===== src/gtc_pkg.sv =====
/*
  Constants and carrier types for the gated 16-bit timer/counter.
  Assumes a single 200 MHz clock; all control bits arrive as plain ports.
*/
package gtc_pkg;
  // Instruction clock is the system clock divided by four
  localparam int GTC_INSTR_DIV = 4;
  // Prescale field encodings
  localparam logic [1:0] GTC_PS_DIV1 = 2'h0;
  localparam logic [1:0] GTC_PS_DIV2 = 2'h1;
  localparam logic [1:0] GTC_PS_DIV4 = 2'h2;
  localparam logic [1:0] GTC_PS_DIV8 = 2'h3;
  // Reset values
  localparam logic [15:0] GTC_COUNT_RST = 16'h0000;
  localparam logic [2:0] GTC_PRE_RST = 3'h0;
  // Control bits travel together
  typedef struct packed {
    logic gate_invert;
    logic gate_enable;
    logic [1:0] prescale_select;
    logic crystal_osc_enable;
    logic sync_disable;
    logic source_select;
    logic counter_on;
  } gtc_ctrl_t;
  // Byte write strobe with its data
  typedef struct packed {
    logic wr_high;
    logic wr_low;
    logic [7:0] data;
  } gtc_write_t;
endpackage


===== src/gtc_timer.sv =====
/*
  Gated 16-bit timer/counter core.
  Assumes all inputs synchronous to clk_in; the external count input is
  sampled at the system rate and the crystal clock arrives as a level.
*/
`timescale 1ns/1ps
module gtc_timer
  import gtc_pkg::*;
(
  input wire logic clk_in,
  input wire logic rst_in,
  input wire gtc_ctrl_t ctrl_in,
  input wire gtc_write_t wr_in,
  input wire logic gate_source_select_in,
  input wire logic gate_input_pin_in,
  input wire logic comparator_output_in,
  input wire logic ext_count_input_in,
  input wire logic crystal_clk_in,
  input wire logic internal_osc_in,
  input wire logic sleep_in,
  input wire logic flag_clear_in,
  input wire logic [1:0] pin_direction_bits_in,
  input wire logic [1:0] pin_data_in,
  output logic [7:0] count_high_byte_out,
  output logic [7:0] count_low_byte_out,
  output logic overflow_flag_out,
  output logic wake_out,
  output logic crystal_running_out,
  output logic [1:0] pin_direction_bits_out,
  output logic [1:0] pin_data_out
);
  ////////////////////////////////////////////////////////////////////////
  // Edge-tracking states of the external input
  typedef enum logic [1:0] {
    GTC_ARM = 2'b00,
    GTC_LOW = 2'b01,
    GTC_HIGH = 2'b10
  } gtc_edge_t;

  logic [15:0] count_q, count_d;           // Counter pair
  logic [2:0] pre_q, pre_d;                // Hidden prescale counter
  logic [1:0] phase_q;                     // Instruction clock divider
  logic sync1_q, sync2_q, sync3_q;         // Input synchroniser chain
  logic async_q;                           // Unsynchronised previous level
  gtc_edge_t edge_q, edge_d;               // Falling-before-rising tracker
  logic flag_q;                            // Overflow flag
  logic wake_q;                            // Wake request
  logic xtal_q;                            // Crystal allowed and enabled
  logic [7:0] rd_high_q, rd_low_q;         // Read snapshot
  logic [1:0] dir_q, dat_q;                // Port pin override outputs

  // Prescale terminal count per field value
  function automatic logic [2:0] gtc_pre_max(input logic [1:0] sel);
    case (sel)
      GTC_PS_DIV8: gtc_pre_max = 3'h7;
      GTC_PS_DIV4: gtc_pre_max = 3'h3;
      GTC_PS_DIV2: gtc_pre_max = 3'h1;
      default: gtc_pre_max = 3'h0;
    endcase
  endfunction

  ////////////////////////////////////////////////////////////////////////
  // Source selection and gating
  wire xtal_ok = internal_osc_in;
  wire xtal_on = ctrl_in.crystal_osc_enable & xtal_ok;
  wire ext_raw = xtal_on ? crystal_clk_in : ext_count_input_in;
  // Switching between synchronised and direct sampling swaps the source of the
  // previous level in the edge detector, so one count may be dropped or added.
  // Software stops the counter before writing it while in direct mode.
  wire use_async = ctrl_in.source_select & ctrl_in.sync_disable;
  wire ext_lvl = use_async ? ext_raw : sync2_q;
  wire ext_prev = use_async ? async_q : sync3_q;
  wire ext_rise = ext_lvl & ~ext_prev;
  wire ext_fall = ~ext_lvl & ext_prev;
  wire ext_ok = (edge_q != GTC_ARM);
  wire sync_live = ~sleep_in | use_async;
  wire ext_tick = ext_rise & ext_ok & sync_live;
  wire int_tick = (phase_q == 2'(GTC_INSTR_DIV - 1)) & ~sleep_in;
  wire src_tick = ctrl_in.source_select ? ext_tick : int_tick;
  wire gate_src = gate_source_select_in ? comparator_output_in
                                        : gate_input_pin_in;
  wire gate_act = ~(gate_src ^ ctrl_in.gate_invert);
  wire gate_ok = ~ctrl_in.gate_enable | gate_act;
  wire run = ctrl_in.counter_on & gate_ok;
  wire pre_tick = run & src_tick;
  wire pre_done = (pre_q >= gtc_pre_max(ctrl_in.prescale_select));
  wire inc = pre_tick & pre_done;
  wire any_wr = wr_in.wr_high | wr_in.wr_low;
  wire roll = inc & (count_q == 16'hffff) & ~any_wr;

  ////////////////////////////////////////////////////////////////////////
  // Next-state decode
  always_comb begin
    count_d = inc ? count_q + 16'h0001 : count_q;
    // A byte write wins over an increment in the byte it writes
    if (wr_in.wr_high) begin
      count_d[15:8] = wr_in.data;
    end
    if (wr_in.wr_low) begin
      count_d[7:0] = wr_in.data;
    end
    if (any_wr) begin
      pre_d = GTC_PRE_RST;
    end else if (pre_tick) begin
      pre_d = pre_done ? GTC_PRE_RST : pre_q + 3'h1;
    end else begin
      pre_d = pre_q;
    end
    // Need a low level before the first rise counts
    case (edge_q)
      GTC_ARM: edge_d = (ext_fall | (ext_lvl == 1'b0 & ext_prev == 1'b0)) ? GTC_LOW : GTC_ARM;
      GTC_LOW: edge_d = ext_rise ? GTC_HIGH : GTC_LOW;
      GTC_HIGH: edge_d = ext_fall ? GTC_LOW : GTC_HIGH;
      default: edge_d = GTC_ARM;
    endcase
    if (!ctrl_in.source_select || !ctrl_in.counter_on) begin
      edge_d = GTC_ARM;
    end
  end

  ////////////////////////////////////////////////////////////////////////
  // Counter, prescaler and divider
  always_ff @(posedge clk_in) begin
    if (rst_in) begin
      count_q <= GTC_COUNT_RST;
      pre_q <= GTC_PRE_RST;
      phase_q <= 2'h0;
      edge_q <= GTC_ARM;
    end else begin
      count_q <= count_d;
      pre_q <= pre_d;
      phase_q <= phase_q + 2'h1;
      edge_q <= edge_d;
    end
  end

  ////////////////////////////////////////////////////////////////////////
  // Input synchroniser; first stage feeds only the second
  always_ff @(posedge clk_in) begin
    if (rst_in) begin
      sync1_q <= 1'b0;
      sync2_q <= 1'b0;
      sync3_q <= 1'b0;
      async_q <= 1'b0;
    end else begin
      sync1_q <= ext_raw;
      sync2_q <= sync1_q;
      sync3_q <= sync2_q;
      async_q <= ext_raw;
    end
  end

  ////////////////////////////////////////////////////////////////////////
  // Overflow flag: a rollover beats a same-cycle clear
  always_ff @(posedge clk_in) begin
    if (rst_in) begin
      flag_q <= 1'b0;
      wake_q <= 1'b0;
    end else begin
      flag_q <= roll | (flag_q & ~flag_clear_in);
      wake_q <= roll & sleep_in & use_async;
    end
  end

  ////////////////////////////////////////////////////////////////////////
  // Registered read view and pin overrides
  always_ff @(posedge clk_in) begin
    if (rst_in) begin
      rd_high_q <= 8'h00;
      rd_low_q <= 8'h00;
      xtal_q <= 1'b0;
      dir_q <= 2'h3;
      dat_q <= 2'h0;
    end else begin
      rd_high_q <= count_d[15:8];
      rd_low_q <= count_d[7:0];
      xtal_q <= xtal_on;
      dir_q <= xtal_on ? 2'h3 : pin_direction_bits_in;
      dat_q <= xtal_on ? 2'h0 : pin_data_in;
    end
  end

  assign count_high_byte_out = rd_high_q;
  assign count_low_byte_out = rd_low_q;
  assign overflow_flag_out = flag_q;
  assign wake_out = wake_q;
  assign crystal_running_out = xtal_q;
  assign pin_direction_bits_out = dir_q;
  assign pin_data_out = dat_q;
endmodule


===== config.mk =====
export PLATFORM = sky130hd
export DESIGN_NAME = gtc_timer
export DESIGN_NICKNAME = d
export VERILOG_FILES = /design/src/gtc_pkg.sv /design/src/gtc_timer.sv
export SDC_FILE = /design/constraint.sdc
export NUM_CORES = 1
export LEC_CHECK = 0
export ABC_AREA = 0
export BUFFER_PORTS_ARGS = -buffer_cell sky130_fd_sc_hd__buf_2
export CAP_MARGIN = 20
export CORE_MARGIN = 2
export CORE_UTILIZATION = 48
export CTS_BUF_LIST = sky130_fd_sc_hd__clkbuf_8
export CTS_CLUSTER_SIZE = 8
export DETAILED_ROUTE_END_ITERATION = 10
export PLACE_DENSITY_LB_ADDON = 0.2
export SYNTH_ARGS = -nofsm -noshare
export SYNTH_HDL_FRONTEND = slang
export SYNTH_SLANG_ARGS = --single-unit

===== constraint.sdc =====
create_clock -name clk_in -period 2 [get_ports clk_in]
set_input_delay 0.1 -clock clk_in [delete_from_list [all_inputs] [get_ports clk_in]]
set_output_delay 0.1 -clock clk_in [all_outputs]
set_load 0.05 [all_outputs]

==> impl_results.md, run 1 <==
- Status: finished clean
- Top Ports: 55
- TritonCTS clock tree: built
- First-pass GRT wire length: 7970 um
- FF+latch count, synth: 33
- CP Data Required Time: 2.18 ns
- Async S/R FF share, synth: 0
- Layout area overhead: 31.7%
- Critical Path Start Type: flop
- Peak supply drop: 0.855 mV
- Hold Crit Class: in -> reg
- Crit path DAT: 2.13 ns
- Worst setup margin: 0.0593 ns
- Top FF cell, synth: dfxtp_1
- Detail Route Antenna Nets: 0
- WL per Instance: 14.5 um
- Total grt overflow: 0
- Crit. End Element: flop
- Setup WS pre-CTS: -0.0916 ns
- Power Dens Cells: 742 nW/um2
- Placed instance count: 328
- Critical-path cell list: inv_1 > ha_1 > nand2b_4 > a211o_1 > and3_1 > and4_1 > o31a_1
- Die area: 4390 um2
- Critical path's slowest cell: dfxtp_2
- Synth Area in Simple Gates: 0.320
- Multi-input gate area: 1140 um2
- Final HPWL DP: 3690 um
- Largest net degree at the start of global routing: 27
- Multiplexer share of the synthesized area: 0.0168
- Die Ht: 66.3 um
- Clock transition at path regs: 0.08 ns
- Effective utilization at floorplan: 0.505
- Pre-antenna DRT Iters: 4
- Final Slew Violations: 0
- Synth Area in Compound Gates: 0.222
- Total CTS buffers: 5
- CTS Sinks: 33
- Syn nets: 262
- Period minus WS final: 1.94 ns
- Filler Cells Inserted: 350
- EDFF count, synth: 0
- Worst-skew pair later-pin latency: 0.30 ns
- R2r setup slk: 0.06 ns
- CP bufs+invs: 1
- Reg area: 681 um2
- Die Span X: 66.3 um
- Post-Layout Cell Count: 339
- Final hold violations: 0
- Fin nets: 328
- Adder-Cell Fraction of Synth Area: 0.0403
- Clk root buf: clkbuf_8
- Synthesis Warnings: 0
- Post-Synthesis Cell Area: 1860 um2
- Period Utilization, post-route: 0.970
- Slew HR: 0.696
- DR iter-0 viols: 138
- Vias in the first global route: 1724
- Most common cell after layout, fill and taps aside: buf_2
- Drt total wl: 4920 um
- Initial antenna violation count: 0
- Layout cells sized above 1: 0.344
- Post-synth cell types: 51
- Worst-path maximum fanout: 5
- Gate Count Post-Synth: 224
- Fmax: 515 MHz
- Most frequent cells in the layout: buf_2 (54), dfxtp_1 (21), nand3_1 (18), nor2_1 (16)
- # diodes: 0
- Worst stage delay on the critical path: 0.34 ns
- Clock Path Buffers: 2
- Delay-heaviest family, CP: simple AND/OR/NAND/NOR gates
- Syn_area_per_cell: 8.31 um2
- Xor and xnor area share after synthesis: 0
- Static leakage: 1.04 nW
- Buffers on Ports: 54
- Sequential area share after synthesis: 0.355
- Number of H-tree levels: 2
- Vias per cell: 5.82
- Tightest Pin Transition: 0.456 ns
- Largest family of logic cells by synthesized area: simple AND/OR/NAND/NOR gates
- # DRC: 0
- Crit path kind: reg -> reg
- GR Util All Layers: 0.240
- Fin Clk Skew: 0.00993 ns
- Setup-failing EPs final: 0
- Core area: 3690 um2
- Placement Rows: 22
- Max cap viols: 0
- Placer Congestion: 0.836
- Vias: 1973
[path summary, 6_finish.rpt]
path	from	to	cells past startpoint
setup / recovery	pre_q[0]$_SDFFE_PP0P_	count_q[15]$_SDFFE_PP0P_	7
hold / removal	pin_data_in[1]	pin_data_out[1]$_SDFF_PP0_	2
hold reg to reg	phase_q[0]$_SDFF_PP0_	phase_q[0]$_SDFF_PP0_	1
setup reg to reg	pre_q[0]$_SDFFE_PP0P_	count_q[15]$_SDFFE_PP0P_	7
[metal layers]
metal  track usage  vias up  routed length, um
met5             0        -                  0
met4        0.0918        0                 47
met3        0.0647        4                274
met2         0.376       65               2410
met1         0.313      929               2180
li1              -      975                  -
[report_power, final]
group	switching, mW	internal [mW]
registers	0.0361	0.695
logic	0.210	0.115
clock network	0.267	0.495
total	0.514	1.31
[timing repair]
item,in CTS,in global routing
hold buffers,3,0
hold endpoints to repair,3,0
setup buffers,0,0
setup endpoints to repair,1,8
pin swaps,0,4
gates resized for setup,1,6
[stage by stage]
stage	instance area [um2]	util	hold WS [ns]	power [mW]	setup TNS [ns]
after floorplan	1880	-	0.201	0.952	0
after global placement	2260	0.613	0.282	1.05	-0.0322
after detailed placement	2260	0.613	0.285	1.06	-0.194
after CTS	2430	0.658	0.0237	1.82	0
after global routing	2450	0.665	0.0128	1.90	-0.00165
final	2450	0.665	0.0227	1.82	0
[cells in the mapped netlist (all sizes together), types with 2 or more instances]
library cell	count	area share
o31ai	3	0.012
nand2	14	0.028
ha	6	0.040
and4	4	0.019
or2	5	0.017
o211ai	7	0.031
a32oi	3	0.014
nor3	9	0.024
nor2b	4	0.013
mux2i	2	0.011
clkbuf	5	0.010
o31a	3	0.014
a31oi	4	0.013
inv	11	0.022
buf	3	0.0094
nand4b	5	0.024
nor2	16	0.032
nand3b	3	0.012
nand4	4	0.013
or4	4	0.016
o21ai	6	0.016
and2b	2	0.0081
and2	2	0.0067
a311oi	5	0.024
nand2b	6	0.024
and3	2	0.0067
dfxtp	33	0.35
a21oi	14	0.040
nand3	18	0.048
or3	4	0.013
a21o	3	0.012
[registers in the layout (all words and copies together) (netlist names)]
| signal | count |
|---|---|
| crystal_running_out | 1 |
| pin_data_out | 2 |
| phase_q | 2 |
| sync2_q | 1 |
| count_q | 16 |
| pre_q | 3 |
| sync3_q | 1 |
| pin_direction_bits_out | 2 |
| overflow_flag_out | 1 |
| edge_q | 2 |
| async_q | 1 |
| wake_out | 1 |
[area by class of cell]
cell class / instances / area share
clock buffers: 5 / 0.0281
clock inverters: 3 / 0.0265
inverters: 11 / 0.0168
multi-input cells: 171 / 0.465
flip-flops and latches: 33 / 0.278
well taps: 48 / 0.0245
repair buffers: 68 / 0.161
[cells by family after synthesis]
| kind of cell | Yosys count |
|---|---|
| AND/OR/NAND/NOR | 105 |
| buffers and inverters | 20 |
| adder cells (fa/ha/maj) | 6 |
| flip-flops | 33 |
| AO/OA/AOI/OAI | 57 |
| multiplexers | 3 |
No activity file was read; power rests on OpenSTA's default activity.
==> inputs of run 2 (changes only) <==
- CELL_PAD_IN_SITES_DETAIL_PLACEMENT: not set -> 0
- CELL_PAD_IN_SITES_GLOBAL_PLACEMENT: not set -> 2
- CORE_UTILIZATION: 48 -> 27
==> run 2 against run 1 <==
Compared with the run above: critical path depth is the same; routed wire length is 17% higher; clock power decreased by 12%; sequential power is essentially flat; flip-flop and latch count is the same; count of clock-buffer cells in the layout rose by 1; global-route usage fell by 9.1 points; clock skew rose by 0.0012 ns; die area grew 72%; sequential share of layout area down 1.5 points; critical path type unchanged.
==> impl_results.md, run 2 (same netlist as run 1, synthesis figures left out) <==
- Core area: 6720 um2
- Max reg flops: 16
- Status: finished clean
- Die area: 7580 um2
- DR iter-0 viols: 113
- WL per Instance: 15.0 um
- Largest net degree at the start of global routing: 21
- Filler Cells Inserted: 699
- Initial antenna violation count: 0
- Final instance area: 2590 um2
- Final core utilization: 0.386
- DP Area: 2320 um2
- Worst hold slack: 0.00850 ns
- Reg area: 681 um2
- Most frequent cells in the layout: buf_2 (54), buf_4 (22), dfxtp_1 (21), nand3_1 (17), nor2_1 (16)
- Die Ht: 87.0 um
- Slew HR: 0.706
- Critical-path cell list: inv_2 > ha_4 > nand2b_4 > a211oi_4 > or4_4 > or4_4 > nand3_2
- Detail Route Antenna Nets: 0
- Clock transition at path regs: 0.08 ns
- Multi-input gate area: 1190 um2
- Period minus WS final: 1.98 ns
- Buffers on Ports: 54
- Worst path most repeated cell: or4_4
- Critical Path Start Type: flop
- Total Power: 1.75 mW
- Vias in the first global route: 1761
- Total grt overflow: 0
- Static leakage: 1.09 nW
- Effective utilization at floorplan: 0.277
- Critical path's slowest cell: or4_4
- # diodes: 0
- Number of H-tree levels: 2
- Final hold violations: 0
- Crit path DAT: 2.21 ns
- R2r setup slk: 0.02 ns
- Hold Crit Class: in -> reg
- Max cap viols: 0
- First-pass GRT wire length: 8890 um
- Pre-antenna DRT Iters: 4
- Top Ports: 55
- Vias per cell: 5.21
- Worst stage delay on the critical path: 0.52 ns
- Peak supply drop: 0.230 mV
- Fmax: 505 MHz
- Drt total wl: 5750 um
- GR Util All Layers: 0.149
- Tightest Pin Transition: 0.439 ns
- Clk root buf: clkbuf_8
- Power Dens Cells: 673 nW/um2
- Worst-path maximum fanout: 4
- Setup-failing EPs final: 0
- Period Utilization, post-route: 0.990
- Largest register by flop count: count_q
- Layout cells sized above 1: 0.387
- Total CTS buffers: 5
- Regs by FF count: count_q (16), pre_q (3)
- Layout area overhead: 39.3%
- Clock Path Buffers: 2
- Setup TNS: 0 ns
- Most common cell after layout, fill and taps aside: buf_2
- Vias: 1991
- Fin Clk Skew: 0.0112 ns
- Worst-skew pair later-pin latency: 0.29 ns
- Final HPWL DP: 4320 um
- Die Span X: 87.0 um
- RSZ-0062 raised after global routing: yes
- CTS Sinks: 33
- CP Data Required Time: 2.23 ns
- Crit. End Element: flop
- TritonCTS clock tree: built
- Fin nets: 339
- # DRC: 0
- Final Slew Violations: 0
- Placement Rows: 30
- Crit path kind: reg -> reg
- Placer Congestion: 0.755
==> run 2: cell count changes in the layout (fill, tap and decap cells not counted), sizes merged <==
cell,previous run,this run
buf,65,76
bufinv,2,1
clkbuf,5,6
clkinv,1,0
inv,11,12
==> run 2: through the flow <==
| step | std cells | setup WS [ns] |
|---|---|---|
| floorplan | 224 | 0.0363 |
| global placement | 364 | -0.0506 |
| detailed placement | 364 | -0.125 |
| CTS | 374 | 0.0194 |
| global route | 382 | -0.0229 |
| finish | 382 | 0.0197 |
==> run 2: layer usage <==
metal | track usage | part of all wire | vias up
met3 | 0.0322 | 0.055 | 6
met4 | 0.0341 | 0.0083 | 0
li1 | - | - | 998
met5 | 0 | 0 | -
met1 | 0.211 | 0.49 | 927
met2 | 0.233 | 0.45 | 60
==> run 2: worst paths after layout <==
kind                         start                         end  cells past startpoint
max          pre_q[0]$_SDFFE_PP0P_    count_q[12]$_SDFFE_PP0P_                      7
min reg2reg  phase_q[0]$_SDFF_PP0_       phase_q[0]$_SDFF_PP0_                      1
max reg2reg  pre_q[0]$_SDFFE_PP0P_    count_q[12]$_SDFFE_PP0P_                      7
min                 pin_data_in[0]  pin_data_out[0]$_SDFF_PP0_                      2
==> run 2: where the power goes <==
group	leakage, nW	switching [mW]	internal [mW]	total [mW]
registers	0.276	0.0357	0.695	0.730
clock network	0.0626	0.267	0.402	0.668
logic	0.751	0.220	0.127	0.347
==> run 2: cell type report <==
type	count	area share
clock buffers	6	0.0318
flip-flops and latches	33	0.262
repair buffers	79	0.179
multi-input cells	171	0.459
inverters	11	0.0159
clock inverters	2	0.0130
well taps	80	0.0386
==> run 2: timing repair <==
| action | 4_1_cts | 5_1_grt |
|---|---|---|
| endpoints found under the setup margin | 2 | 8 |
| resized for setup | 1 | 15 |
| hold buffers | 2 | 1 |
| setup buffers | 0 | 7 |
| pin swaps | 0 | 7 |
| endpoints found under the hold margin | 2 | 1 |
==> run 2: critical path: cells and delay by family (launching register included) <==
kind	cells	cell delay [ns]
AOI/OAI and AO/OA	1	0.07
adders and majority gates	1	0.25
buffers and inverters	1	0.05
DFF	1	0.34
and+or+nand+nor	4	1.22
